==> src/instruction_control_regs.vh <==
// register map, field positions and code values for instruction_control
// assumes a 32-bit apb slave with word-aligned registers
`ifndef INSTRUCTION_CONTROL_REGS_VH
`define INSTRUCTION_CONTROL_REGS_VH

// register byte offsets
`define OFS_CTRL      8'h00
`define OFS_STATUS    8'h04
`define OFS_PADDR     8'h08
`define OFS_WORD_LO   8'h0C
`define OFS_WORD_HI   8'h10
`define OFS_ACC       8'h14
`define OFS_ABUF      8'h18
`define OFS_INDEX     8'h1C

// control register fields
`define CTRL_START    0
`define CTRL_LD_IDX   1
`define CTRL_RD_IDX   2
`define CTRL_IDX_LSB  4
`define CTRL_IDX_MSB  6

// status register fields
`define ST_RUN        0
`define ST_FAULT      1
`define ST_LOWER      2
`define ST_STATE_LSB  8

// instruction word layout, upper half
`define F_MSB         47
`define F_LSB         42
`define B_MSB         41
`define B_LSB         39
`define M_MSB         38
`define M_LSB         24

// operation codes
`define OP_FAULT_LO   6'h00
`define OP_FAULT_HI   6'h3F
`define OP_ENTER_Q    6'h04
`define OP_ENTER_A    6'h08
`define OP_INC_A      6'h09
`define OP_ADD        6'h0C
`define OP_A_JUMP     6'h12
`define OP_MUL        6'h14
`define OP_DIV        6'h15
`define OP_FP_LSB     6'h18
`define OP_FP_MSB     6'h1B
`define OP_SEARCH_LO  6'h34
`define OP_SEARCH_HI  6'h37
`define OP_EXT_FUNC   6'h3C

// designator values
`define B_NONE        3'h0
`define B_INDIRECT    3'h7

// step count of a multiply or divide
`define MULDIV_STEPS  15'h0030

// reset values
`define RST_WORD      48'h000000000000
`define RST_ADDR      15'h0000

`endif

==> src/instruction_control.v <==
// main control: instruction word, decode, address modify, sequencing
// assumes memory and arithmetic section sit on mclk with a ready handshake
`timescale 1ns/1ps
`include "instruction_control_regs.vh"

module instruction_control (
    // clock and reset
    input  wire        mclk,
    input  wire        sys_rst,
    // apb slave
    input  wire        psel,
    input  wire        penable,
    input  wire        pwrite,
    input  wire [7:0]  paddr,
    input  wire [31:0] pwdata,
    output reg  [31:0] prdata,
    output reg         pready,
    output reg         pslverr,
    // storage side
    output reg         mem_req_ff,
    output reg         mem_bank_ff,
    output reg  [13:0] storage_address_reg_one_ff,
    output reg  [13:0] storage_address_reg_two_ff,
    input  wire        mem_ack,
    input  wire [47:0] mem_rdata,
    // arithmetic section
    output reg         cmd_valid_ff,
    output reg  [5:0]  cmd_op_ff,
    output reg  [2:0]  cmd_desig_ff,
    output reg  [14:0] cmd_operand_ff,
    output reg         shift_step_ff,
    output reg  [2:0]  chan_sel_ff,
    output reg  [2:0]  equip_sel_ff,
    output reg  [8:0]  mode_sel_ff,
    input  wire        arith_done,
    input  wire        jump_cond,
    input  wire [10:0] exp_in
);

    // one-hot sequence states
    localparam [9:0] S_IDLE  = 10'h001;
    localparam [9:0] S_FETCH = 10'h002;
    localparam [9:0] S_DEC   = 10'h004;
    localparam [9:0] S_XFER  = 10'h008;
    localparam [9:0] S_MOD   = 10'h010;
    localparam [9:0] S_IND   = 10'h020;
    localparam [9:0] S_EXEC  = 10'h040;
    localparam [9:0] S_STEP  = 10'h080;
    localparam [9:0] S_NEXT  = 10'h100;
    localparam [9:0] S_HALT  = 10'h200;

    // additive add: one's complement with end-around carry
    function [14:0] oc_add;
        input [14:0] a;
        input [14:0] b;
        reg   [15:0] s;
        begin
            s = {1'b0, a} + {1'b0, b};
            oc_add = s[14:0] + {14'h0000, s[15]};
        end
    endfunction

    // storage address into the bank register chosen by the low bit
    function [13:0] bank_addr;
        input [14:0] a;
        begin
            bank_addr = a[14:1];
        end
    endfunction

    reg [47:0] instruction_word_register_ff;
    reg [14:0] address_accumulator_ff;
    reg [14:0] abuf_ff;
    reg [14:0] paddr_ff;
    reg [14:0] index_ff [1:6];
    reg [9:0]  state_ff;
    reg        lower_ff;
    reg        fault_ff;
    reg        exp_phase_ff;
    integer    i;

    // opcode and designator decode of the upper half
    wire [5:0]  op   = instruction_word_register_ff[`F_MSB:`F_LSB];
    wire [2:0]  desig = instruction_word_register_ff[`B_MSB:`B_LSB];
    wire [14:0] m_field = instruction_word_register_ff[`M_MSB:`M_LSB];
    wire is_fault  = (op == `OP_FAULT_LO) || (op == `OP_FAULT_HI);
    wire is_muldiv = (op == `OP_MUL) || (op == `OP_DIV);
    wire is_fp     = (op >= `OP_FP_LSB) && (op <= `OP_FP_MSB);
    wire is_search = (op >= `OP_SEARCH_LO) && (op <= `OP_SEARCH_HI);
    wire is_jump   = (op == `OP_A_JUMP);
    wire is_extf   = (op == `OP_EXT_FUNC);
    wire is_imm    = (op == `OP_ENTER_Q) || (op == `OP_ENTER_A) ||
                     (op == `OP_INC_A);
    // designator read as index only where opcode uses it that way
    wire b_index   = !is_jump && !is_extf;
    wire b_sel     = b_index && (desig != `B_NONE) &&
                     (desig != `B_INDIRECT);
    wire b_ind     = b_index && (desig == `B_INDIRECT);
    wire [14:0] idx_val = b_sel ? index_ff[desig] : `RST_ADDR;

    // apb decode
    wire apb_acc = psel && penable;
    wire apb_wr  = apb_acc && pwrite && pready;
    wire [2:0] ctl_idx = pwdata[`CTRL_IDX_MSB:`CTRL_IDX_LSB];
    wire ctl_ok  = (ctl_idx != 3'h0) && (ctl_idx != 3'h7);
    wire wr_ctrl = apb_wr && (paddr == `OFS_CTRL);
    wire start   = wr_ctrl && pwdata[`CTRL_START];
    wire busy    = !(state_ff == S_IDLE || state_ff == S_HALT);
    wire mapped  = (paddr <= `OFS_INDEX) && (paddr[1:0] == 2'h0);

    // apb answer: ready one cycle into the access phase
    always @(posedge mclk) begin
        if (sys_rst) begin
            pready  <= 1'b0;
            pslverr <= 1'b0;
            prdata  <= 32'h00000000;
        end else begin
            pready  <= apb_acc && !pready;
            pslverr <= apb_acc && !pready && !mapped;
            prdata  <= 32'h00000000;
            if (apb_acc && !pready && !pwrite) begin
                case (paddr)
                    `OFS_STATUS: prdata <= {14'h0000, state_ff, 5'h00,
                        lower_ff, fault_ff, busy};
                    `OFS_PADDR:   prdata <= {17'h00000, paddr_ff};
                    `OFS_WORD_LO: prdata <= {8'h00,
                        instruction_word_register_ff[23:0]};
                    `OFS_WORD_HI: prdata <= {8'h00,
                        instruction_word_register_ff[47:24]};
                    `OFS_ACC:  prdata <= {17'h00000, address_accumulator_ff};
                    `OFS_ABUF: prdata <= {17'h00000, abuf_ff};
                    default:   prdata <= 32'h00000000;
                endcase
            end
        end
    end

    // sequencer and datapath; one command per transfer per state
    always @(posedge mclk) begin
        if (sys_rst) begin
            state_ff <= S_IDLE;
            instruction_word_register_ff <= `RST_WORD;
            address_accumulator_ff <= `RST_ADDR;
            abuf_ff <= `RST_ADDR;
            paddr_ff <= `RST_ADDR;
            lower_ff <= 1'b0;
            fault_ff <= 1'b0;
            exp_phase_ff <= 1'b0;
            mem_req_ff <= 1'b0;
            mem_bank_ff <= 1'b0;
            storage_address_reg_one_ff <= 14'h0000;
            storage_address_reg_two_ff <= 14'h0000;
            cmd_valid_ff <= 1'b0;
            cmd_op_ff <= 6'h00;
            cmd_desig_ff <= 3'h0;
            cmd_operand_ff <= `RST_ADDR;
            shift_step_ff <= 1'b0;
            chan_sel_ff <= 3'h0;
            equip_sel_ff <= 3'h0;
            mode_sel_ff <= 9'h000;
            for (i = 1; i <= 6; i = i + 1)
                index_ff[i] <= `RST_ADDR;
        end else begin
            cmd_valid_ff <= 1'b0;
            shift_step_ff <= 1'b0;
            // software access while stopped; index only via buffer
            if (!busy && apb_wr) begin
                if (paddr == `OFS_PADDR)
                    paddr_ff <= pwdata[14:0];
                if (paddr == `OFS_ABUF)
                    abuf_ff <= pwdata[14:0];
                if (wr_ctrl && pwdata[`CTRL_LD_IDX] && ctl_ok)
                    index_ff[ctl_idx] <= abuf_ff;
                if (wr_ctrl && pwdata[`CTRL_RD_IDX] && ctl_ok)
                    abuf_ff <= index_ff[ctl_idx];
                if (paddr == `OFS_STATUS && pwdata[`ST_FAULT])
                    fault_ff <= 1'b0;
            end
            case (state_ff)
                S_IDLE, S_HALT: begin
                    // stopped: nothing issued until start
                    if (start) begin
                        state_ff <= S_FETCH;
                        mem_req_ff <= 1'b1;
                        mem_bank_ff <= paddr_ff[0];
                        if (paddr_ff[0])
                            storage_address_reg_two_ff <= bank_addr(paddr_ff);
                        else
                            storage_address_reg_one_ff <= bank_addr(paddr_ff);
                    end
                end
                S_FETCH: begin
                    // whole word kept for both halves
                    if (mem_ack) begin
                        mem_req_ff <= 1'b0;
                        instruction_word_register_ff <= mem_rdata;
                        lower_ff <= 1'b0;
                        state_ff <= S_DEC;
                    end
                end
                S_DEC: begin
                    if (is_fault) begin
                        fault_ff <= 1'b1;
                        state_ff <= S_HALT;
                    end else begin
                        // selected index goes to buffer first
                        if (b_sel)
                            abuf_ff <= idx_val;
                        state_ff <= S_XFER;
                    end
                end
                S_XFER: begin
                    // address copied for every instruction except a fault code
                    address_accumulator_ff <= m_field;
                    if (b_sel && (abuf_ff != `RST_ADDR))
                        state_ff <= S_MOD;
                    else if (b_ind) begin
                        state_ff <= S_IND;
                        mem_req_ff <= 1'b1;
                        mem_bank_ff <= m_field[0];
                        if (m_field[0])
                            storage_address_reg_two_ff <= bank_addr(m_field);
                        else
                            storage_address_reg_one_ff <= bank_addr(m_field);
                    end else
                        state_ff <= S_EXEC;
                end
                S_MOD: begin
                    address_accumulator_ff <=
                        oc_add(address_accumulator_ff, abuf_ff);
                    state_ff <= S_EXEC;
                end
                S_IND: begin
                    // one level: low address of fetched word
                    if (mem_ack) begin
                        mem_req_ff <= 1'b0;
                        address_accumulator_ff <= mem_rdata[14:0];
                        state_ff <= S_EXEC;
                    end
                end
                S_EXEC: begin
                    cmd_valid_ff <= 1'b1;
                    cmd_op_ff <= op;
                    cmd_desig_ff <= desig;
                    cmd_operand_ff <= address_accumulator_ff;
                    if (is_extf) begin
                        chan_sel_ff  <= m_field[14:12];
                        equip_sel_ff <= m_field[11:9];
                        mode_sel_ff  <= m_field[8:0];
                        state_ff <= S_NEXT;
                    end else if (is_jump) begin
                        if (jump_cond) begin
                            paddr_ff <= m_field;
                            state_ff <= S_FETCH;
                            mem_req_ff <= 1'b1;
                            mem_bank_ff <= m_field[0];
                            if (m_field[0])
                                storage_address_reg_two_ff <=
                                    bank_addr(m_field);
                            else
                                storage_address_reg_one_ff <=
                                    bank_addr(m_field);
                        end else
                            state_ff <= S_NEXT;
                    end else if (is_muldiv) begin
                        abuf_ff <= `MULDIV_STEPS;
                        state_ff <= S_STEP;
                    end else if (is_fp) begin
                        // exponents: own in accumulator, other in buffer
                        address_accumulator_ff <=
                            {{4{exp_in[10]}}, exp_in};
                        abuf_ff <= {{4{m_field[10]}}, m_field[10:0]};
                        exp_phase_ff <= 1'b1;
                        state_ff <= S_STEP;
                    end else if (is_imm || is_search) begin
                        state_ff <= S_STEP; // value handed as operand
                    end else begin
                        // operand from storage via a bank address register
                        mem_bank_ff <= address_accumulator_ff[0];
                        if (address_accumulator_ff[0])
                            storage_address_reg_two_ff <=
                                bank_addr(address_accumulator_ff);
                        else
                            storage_address_reg_one_ff <=
                                bank_addr(address_accumulator_ff);
                        state_ff <= S_STEP;
                    end
                end
                S_STEP: begin
                    if (is_muldiv) begin
                        // one shift per step until count is spent
                        if (abuf_ff == `RST_ADDR)
                            state_ff <= S_NEXT;
                        else begin
                            shift_step_ff <= 1'b1;
                            abuf_ff <= abuf_ff - 15'h0001;
                        end
                    end else if (exp_phase_ff) begin
                        address_accumulator_ff <=
                            oc_add(address_accumulator_ff, abuf_ff);
                        exp_phase_ff <= 1'b0;
                    end else if (arith_done)
                        state_ff <= S_NEXT;
                end
                S_NEXT: begin
                    if (!lower_ff) begin
                        // half exit: lower instruction moves up
                        instruction_word_register_ff <=
                            {instruction_word_register_ff[23:0],
                             24'h000000};
                        lower_ff <= 1'b1;
                        state_ff <= S_DEC;
                    end else begin
                        paddr_ff <= paddr_ff + 15'h0001;
                        mem_req_ff <= 1'b1;
                        mem_bank_ff <= ~paddr_ff[0];
                        if (!paddr_ff[0])
                            storage_address_reg_two_ff <=
                                bank_addr(paddr_ff + 15'h0001);
                        else
                            storage_address_reg_one_ff <=
                                bank_addr(paddr_ff + 15'h0001);
                        state_ff <= S_FETCH;
                    end
                end
                default: state_ff <= S_IDLE;
            endcase
            // a fault raised this cycle is kept over a clear
            if (state_ff == S_DEC && is_fault)
                fault_ff <= 1'b1;
        end
    end

endmodule

==> config.mk <==
export PLATFORM = sky130hd
export DESIGN_NAME = instruction_control
export DESIGN_NICKNAME = d
export VERILOG_FILES = /design/src/instruction_control.v
export VERILOG_INCLUDE_DIRS = /design/src
export SDC_FILE = /design/constraint.sdc
export NUM_CORES = 1
export LEC_CHECK = 0
export BUFFER_PORTS_ARGS = -buffer_cell sky130_fd_sc_hd__buf_4
export CORE_MARGIN = 2
export CORE_UTILIZATION = 45
export DETAILED_ROUTE_END_ITERATION = 16
export MAX_ROUTING_LAYER = met4
export SKIP_CTS_REPAIR_TIMING = 1
export SLEW_MARGIN = 30
export SYNTH_ARGS = -nofsm -noshare
export SYNTH_HDL_FRONTEND = slang
export SYNTH_SLANG_ARGS = --single-unit
export TNS_END_PERCENT = 1
==> constraint.sdc <==
create_clock -name mclk -period 5.7 [get_ports mclk]
set_clock_uncertainty 0.05 [all_clocks]
set_input_delay 0.855 -clock mclk [delete_from_list [all_inputs] [get_ports mclk]]
set_output_delay 0.855 -clock mclk [all_outputs]
set_load 0.1 [all_outputs]
==> summary.md <==
| Metric | Value |
|---|---|
| # IOs | `between 200 and 250` |
| Initial antenna violation count | `0` |
| CTS root buf | `clkbuf_16` |
| Sequential cell area | `~7700 um^2` |
| Number of global-route vias before repair | `15.6k` |
| CTS Sinks | `between 300 and 400` |
| WHS | `just over 0.4 ns` |
| Hold EP | `cmd_op_ff[4]` |
| PD cells | `about 250 nW/um^2` |
| Async S/R FF share, synth | `0` |
| CP Capture Type | `flop` |
| Die width | `a little over 200 um` |
| EDFF count, synth | `between 100 and 150` |
| Status | `complete, no violations` |
| Worst Path Arrival | `just under 5 ns` |
| Clock network power share | `0.458` |
| Area Growth Syn to Fin | `16.6%` |
| CTS tree | `built` |
| Dominant synthesized flop cell | `dfxtp_1` |
| CP Data Required Time | `between 6 and 7 ns` |
| Iter 0 DRT Violations | `around 1.9k` |
| CP max stage delay | `about 0.73 ns` |
| Slew @ Worst Pin | `~0.98 ns` |
| Combinational share of power | `0.083` |
| Critical path launch point type | `flop` |
| Kind of critical path | `reg2reg` |
| IO Port Bufs | `roughly 190` |
| DIE AREA | `~43000 um^2` |
| Synth Register Bits | `between 300 and 400` |
| Clock Path Buffers | `3` |
| Final Critical Period | `between 4 and 5 ns` |
| Top cell by count, worst path | `ha_1` |
| Reg2Reg Launch Point | `abuf_ff[7]` |
| Final hold vios | `0` |
| Ant. Diodes | `0` |
| GP Congestion | `about 1` |
| Synthesized instance count | `2004` |
| Core outline area | `40600 um^2` |
| Post-DRT Antenna Nets | `0` |
| Total Wirelength | `68000 um` |
| Sw Share | `0.251` |
| Via density | `between 6 and 7` |
| Fillers | `roughly 3.7k` |
| R2r setup slk | `approximately 1.2 ns` |
| Reg power frac | `0.460` |
| Crit-path cells | `ha_1 > and2_1 > nand2_1 > a32o_1 > a21boi_0 > o21ai_0 > a21oi_1 > o21ai_0 > nand2b_1 > ha_1 > ha_1 > nand2_1 > nor3_1 > nand4_1 > o32a_1 > nor4_1 > nor2_1` |
| Sequential element share of the synthesized area | `0.418` |
| Clock-pin slew on the worst setup and hold paths | `~0.060 ns` |
| Avg Cell Area, Syn | `between 9 and 10 um^2` |
| Min-Delay Path Class | `reg2reg` |
| Overflow after GRT | `0` |
| Most common cell after layout, fill and taps aside | `nand2_1` |
| Multi-input combinational cell area | `between 10000 and 15000 um^2` |
| Yosys cell types | `86` |
| Buffer and inverter count on the worst path | `0` |
| Detailed Routing Iterations Pass 1 | `6` |
| Layout net count | `around 2.3k` |
| Initial Util | `0.455` |
| RSZ-0062 raised after global routing | `no` |
| Static Leak | `roughly 7.7 nW` |
| Critical path's top delay family | `simple AND/OR/NAND/NOR gates` |
| Share of cells above drive strength 1 | `0.201` |
| Clock H-tree levels | `2` |
| Post-Syn Area | `roughly 18000 um^2` |
| Hold depth | `2` |
| Wire length per cell | `approximately 25 um` |
| Largest net degree at the start of global routing | `between 90 and 100` |
| Slew Viols, Final | `0` |
| Clk_lat worst skew | `0.56 ns` |
| NetSw | `approximately 0.0014 W` |
| Total track usage | `0.326` |
| DIE HEIGHT | `just over 200 um` |
| Most frequent cells in the layout | `264 x nand2_1, 225 x buf_4, 206 x nor2_1, 203 x dfxtp_1, 142 x a21oi_1` |
| Slowest cell on the critical path | `dfxtp_1` |
| Rel. slew slack | `0.343` |
| Number of cells on the worst reg-to-reg path | `17` |
| Peak Freq | `around 220 MHz` |
| Num CTS Buffers | `39` |
| Final period util | `0.783` |
| YS warnings | `0` |
| Final setup fails | `0` |
| Max_cap viols | `0` |
| Remaining routing DRC violations | `0` |
| Post-detail-place hpwl | `a little under 50000 um` |
| CP max FO | `15` |
| Vias | `roughly 17k` |
| Hold Crit Start | `cmd_op_ff[4]` |
| Design internal power | `~0.0041 W` |
| FF-to-FF End | `address_accumulator_ff[14]` |
| FP Rows | `between 70 and 80` |
| Setup Total Neg Slack | `0 ns` |
| Worst vdd ir | `0.167 mV` |
| Global-route wire length before repair | `between 90000 and 100000 um` |
==> synthesized netlist by cell type, drive strengths merged (18+ instances only) <==
cell type | instances | area [um^2]
a21oi | 142 | 711
o21ai | 82 | 410
nand2 | 266 | 1000
nor3 | 28 | 155
ha | 19 | 238
inv | 18 | 67.6
dfxtp | 206 | 4120
xnor2 | 24 | 210
mux4 | 60 | 1350
mux2 | 49 | 559
o22ai | 24 | 150
mux2i | 51 | 510
a311oi | 29 | 254
and3 | 18 | 113
a221oi | 23 | 201
a211oi | 67 | 503
buf | 42 | 216
nand3 | 52 | 260
nor4 | 29 | 203
xor2 | 21 | 184
edfxtp | 120 | 3600
and2 | 99 | 619
nor2 | 208 | 788
clkbuf | 137 | 517
==> per-stage QoR <==
| stage | power [W] | instance area (um^2) | setup WS [ns] | std cells | util |
|---|---|---|---|---|---|
| global placement | 0.00300 | 20300 | 1.36 | 2620 | 0.499 |
| floorplan | 0.00283 | 18600 | 2.19 | 2041 | - |
| finish | 0.00545 | 21600 | 1.24 | 2688 | 0.530 |
| global route | 0.00560 | 21600 | 0.688 | 2688 | 0.530 |
| CTS | 0.00547 | 21500 | 1.31 | 2688 | 0.530 |
| detailed placement | 0.00300 | 20300 | 1.34 | 2620 | 0.499 |
==> sequential cells by signal, indices dropped and copies added (netlist names), 3 cells and up, named ones only <==
signal                        flops
index_ff                        120
instruction_word_register_ff     48
prdata                           24
abuf_ff                          15
address_accumulator_ff           15
cmd_operand_ff                   15
paddr_ff                         15
storage_address_reg_one_ff       14
storage_address_reg_two_ff       14
state_ff                         10
mode_sel_ff                       9
cmd_op_ff                         6
chan_sel_ff                       3
cmd_desig_ff                      3
equip_sel_ff                      3
==> kinds of logic (layout without fill, tap and decap cells) <==
family,after synthesis,count (layout),share of synthesized area
XOR/XNOR,45,45,0.0213
other,1,38,0.000203
adder cells (fa/ha/maj),20,20,0.0139
AO/OA/AOI/OAI,474,474,0.169
flip-flops,326,326,0.418
buffers and inverters,197,312,0.0433
multiplexers,160,160,0.131
AND/OR/NAND/NOR,781,781,0.203
==> worst min-delay path, stage by stage (launching register included) <==
cell     delay, ns
dfxtp_1       0.31
nand2_1       0.05
a21oi_1       0.05
==> power groups by stage <==
stage | sequential (W) | combinational (W) | clock (W)
floorplan | 0.00254 | 0.000285 | 0
global placement | 0.00255 | 0.000445 | 0
detailed placement | 0.00256 | 0.000446 | 0
CTS | 0.00251 | 0.000447 | 0.00252
global route | 0.00251 | 0.000479 | 0.00261
finish | 0.00251 | 0.000451 | 0.00250
==> how the worst max path moves through the flow <==
| stage | from | end | slack, ns | depth (start not counted) |
|---|---|---|---|---|
| floorplan | address_accumulator_ff[9] | address_accumulator_ff[14] | 2.19 | 17 |
| global placement | abuf_ff[7] | address_accumulator_ff[14] | 1.36 | 17 |
| detailed placement | abuf_ff[7] | address_accumulator_ff[14] | 1.34 | 17 |
| CTS | abuf_ff[7] | address_accumulator_ff[14] | 1.31 | 17 |
| global route | abuf_ff[7] | address_accumulator_ff[14] | 0.69 | 17 |
| finish | abuf_ff[7] | address_accumulator_ff[14] | 1.24 | 17 |
==> layout make-up <==
type,instances,share of cell area
Clock inverter,21,0.00900
Tap cell,532,0.0309
Clock buffer,47,0.0490
Timing Repair Buffer,226,0.0789
Multi-Input combinational cell,1518,0.471
Sequential cell,326,0.359
Inverter,18,0.00313
==> routing by layer <==
layer / GRT usage / wire length [um] / up-vias
met4: 0.154 / 3300 / 0
met2: 0.487 / 30600 / 795
li1: - / - / 7588
met1: 0.430 / 28500 / 8032
met5: - / 0 / -
met3: 0.0565 / 5650 / 159
Note: power is estimated with default switching activity, not from simulation.
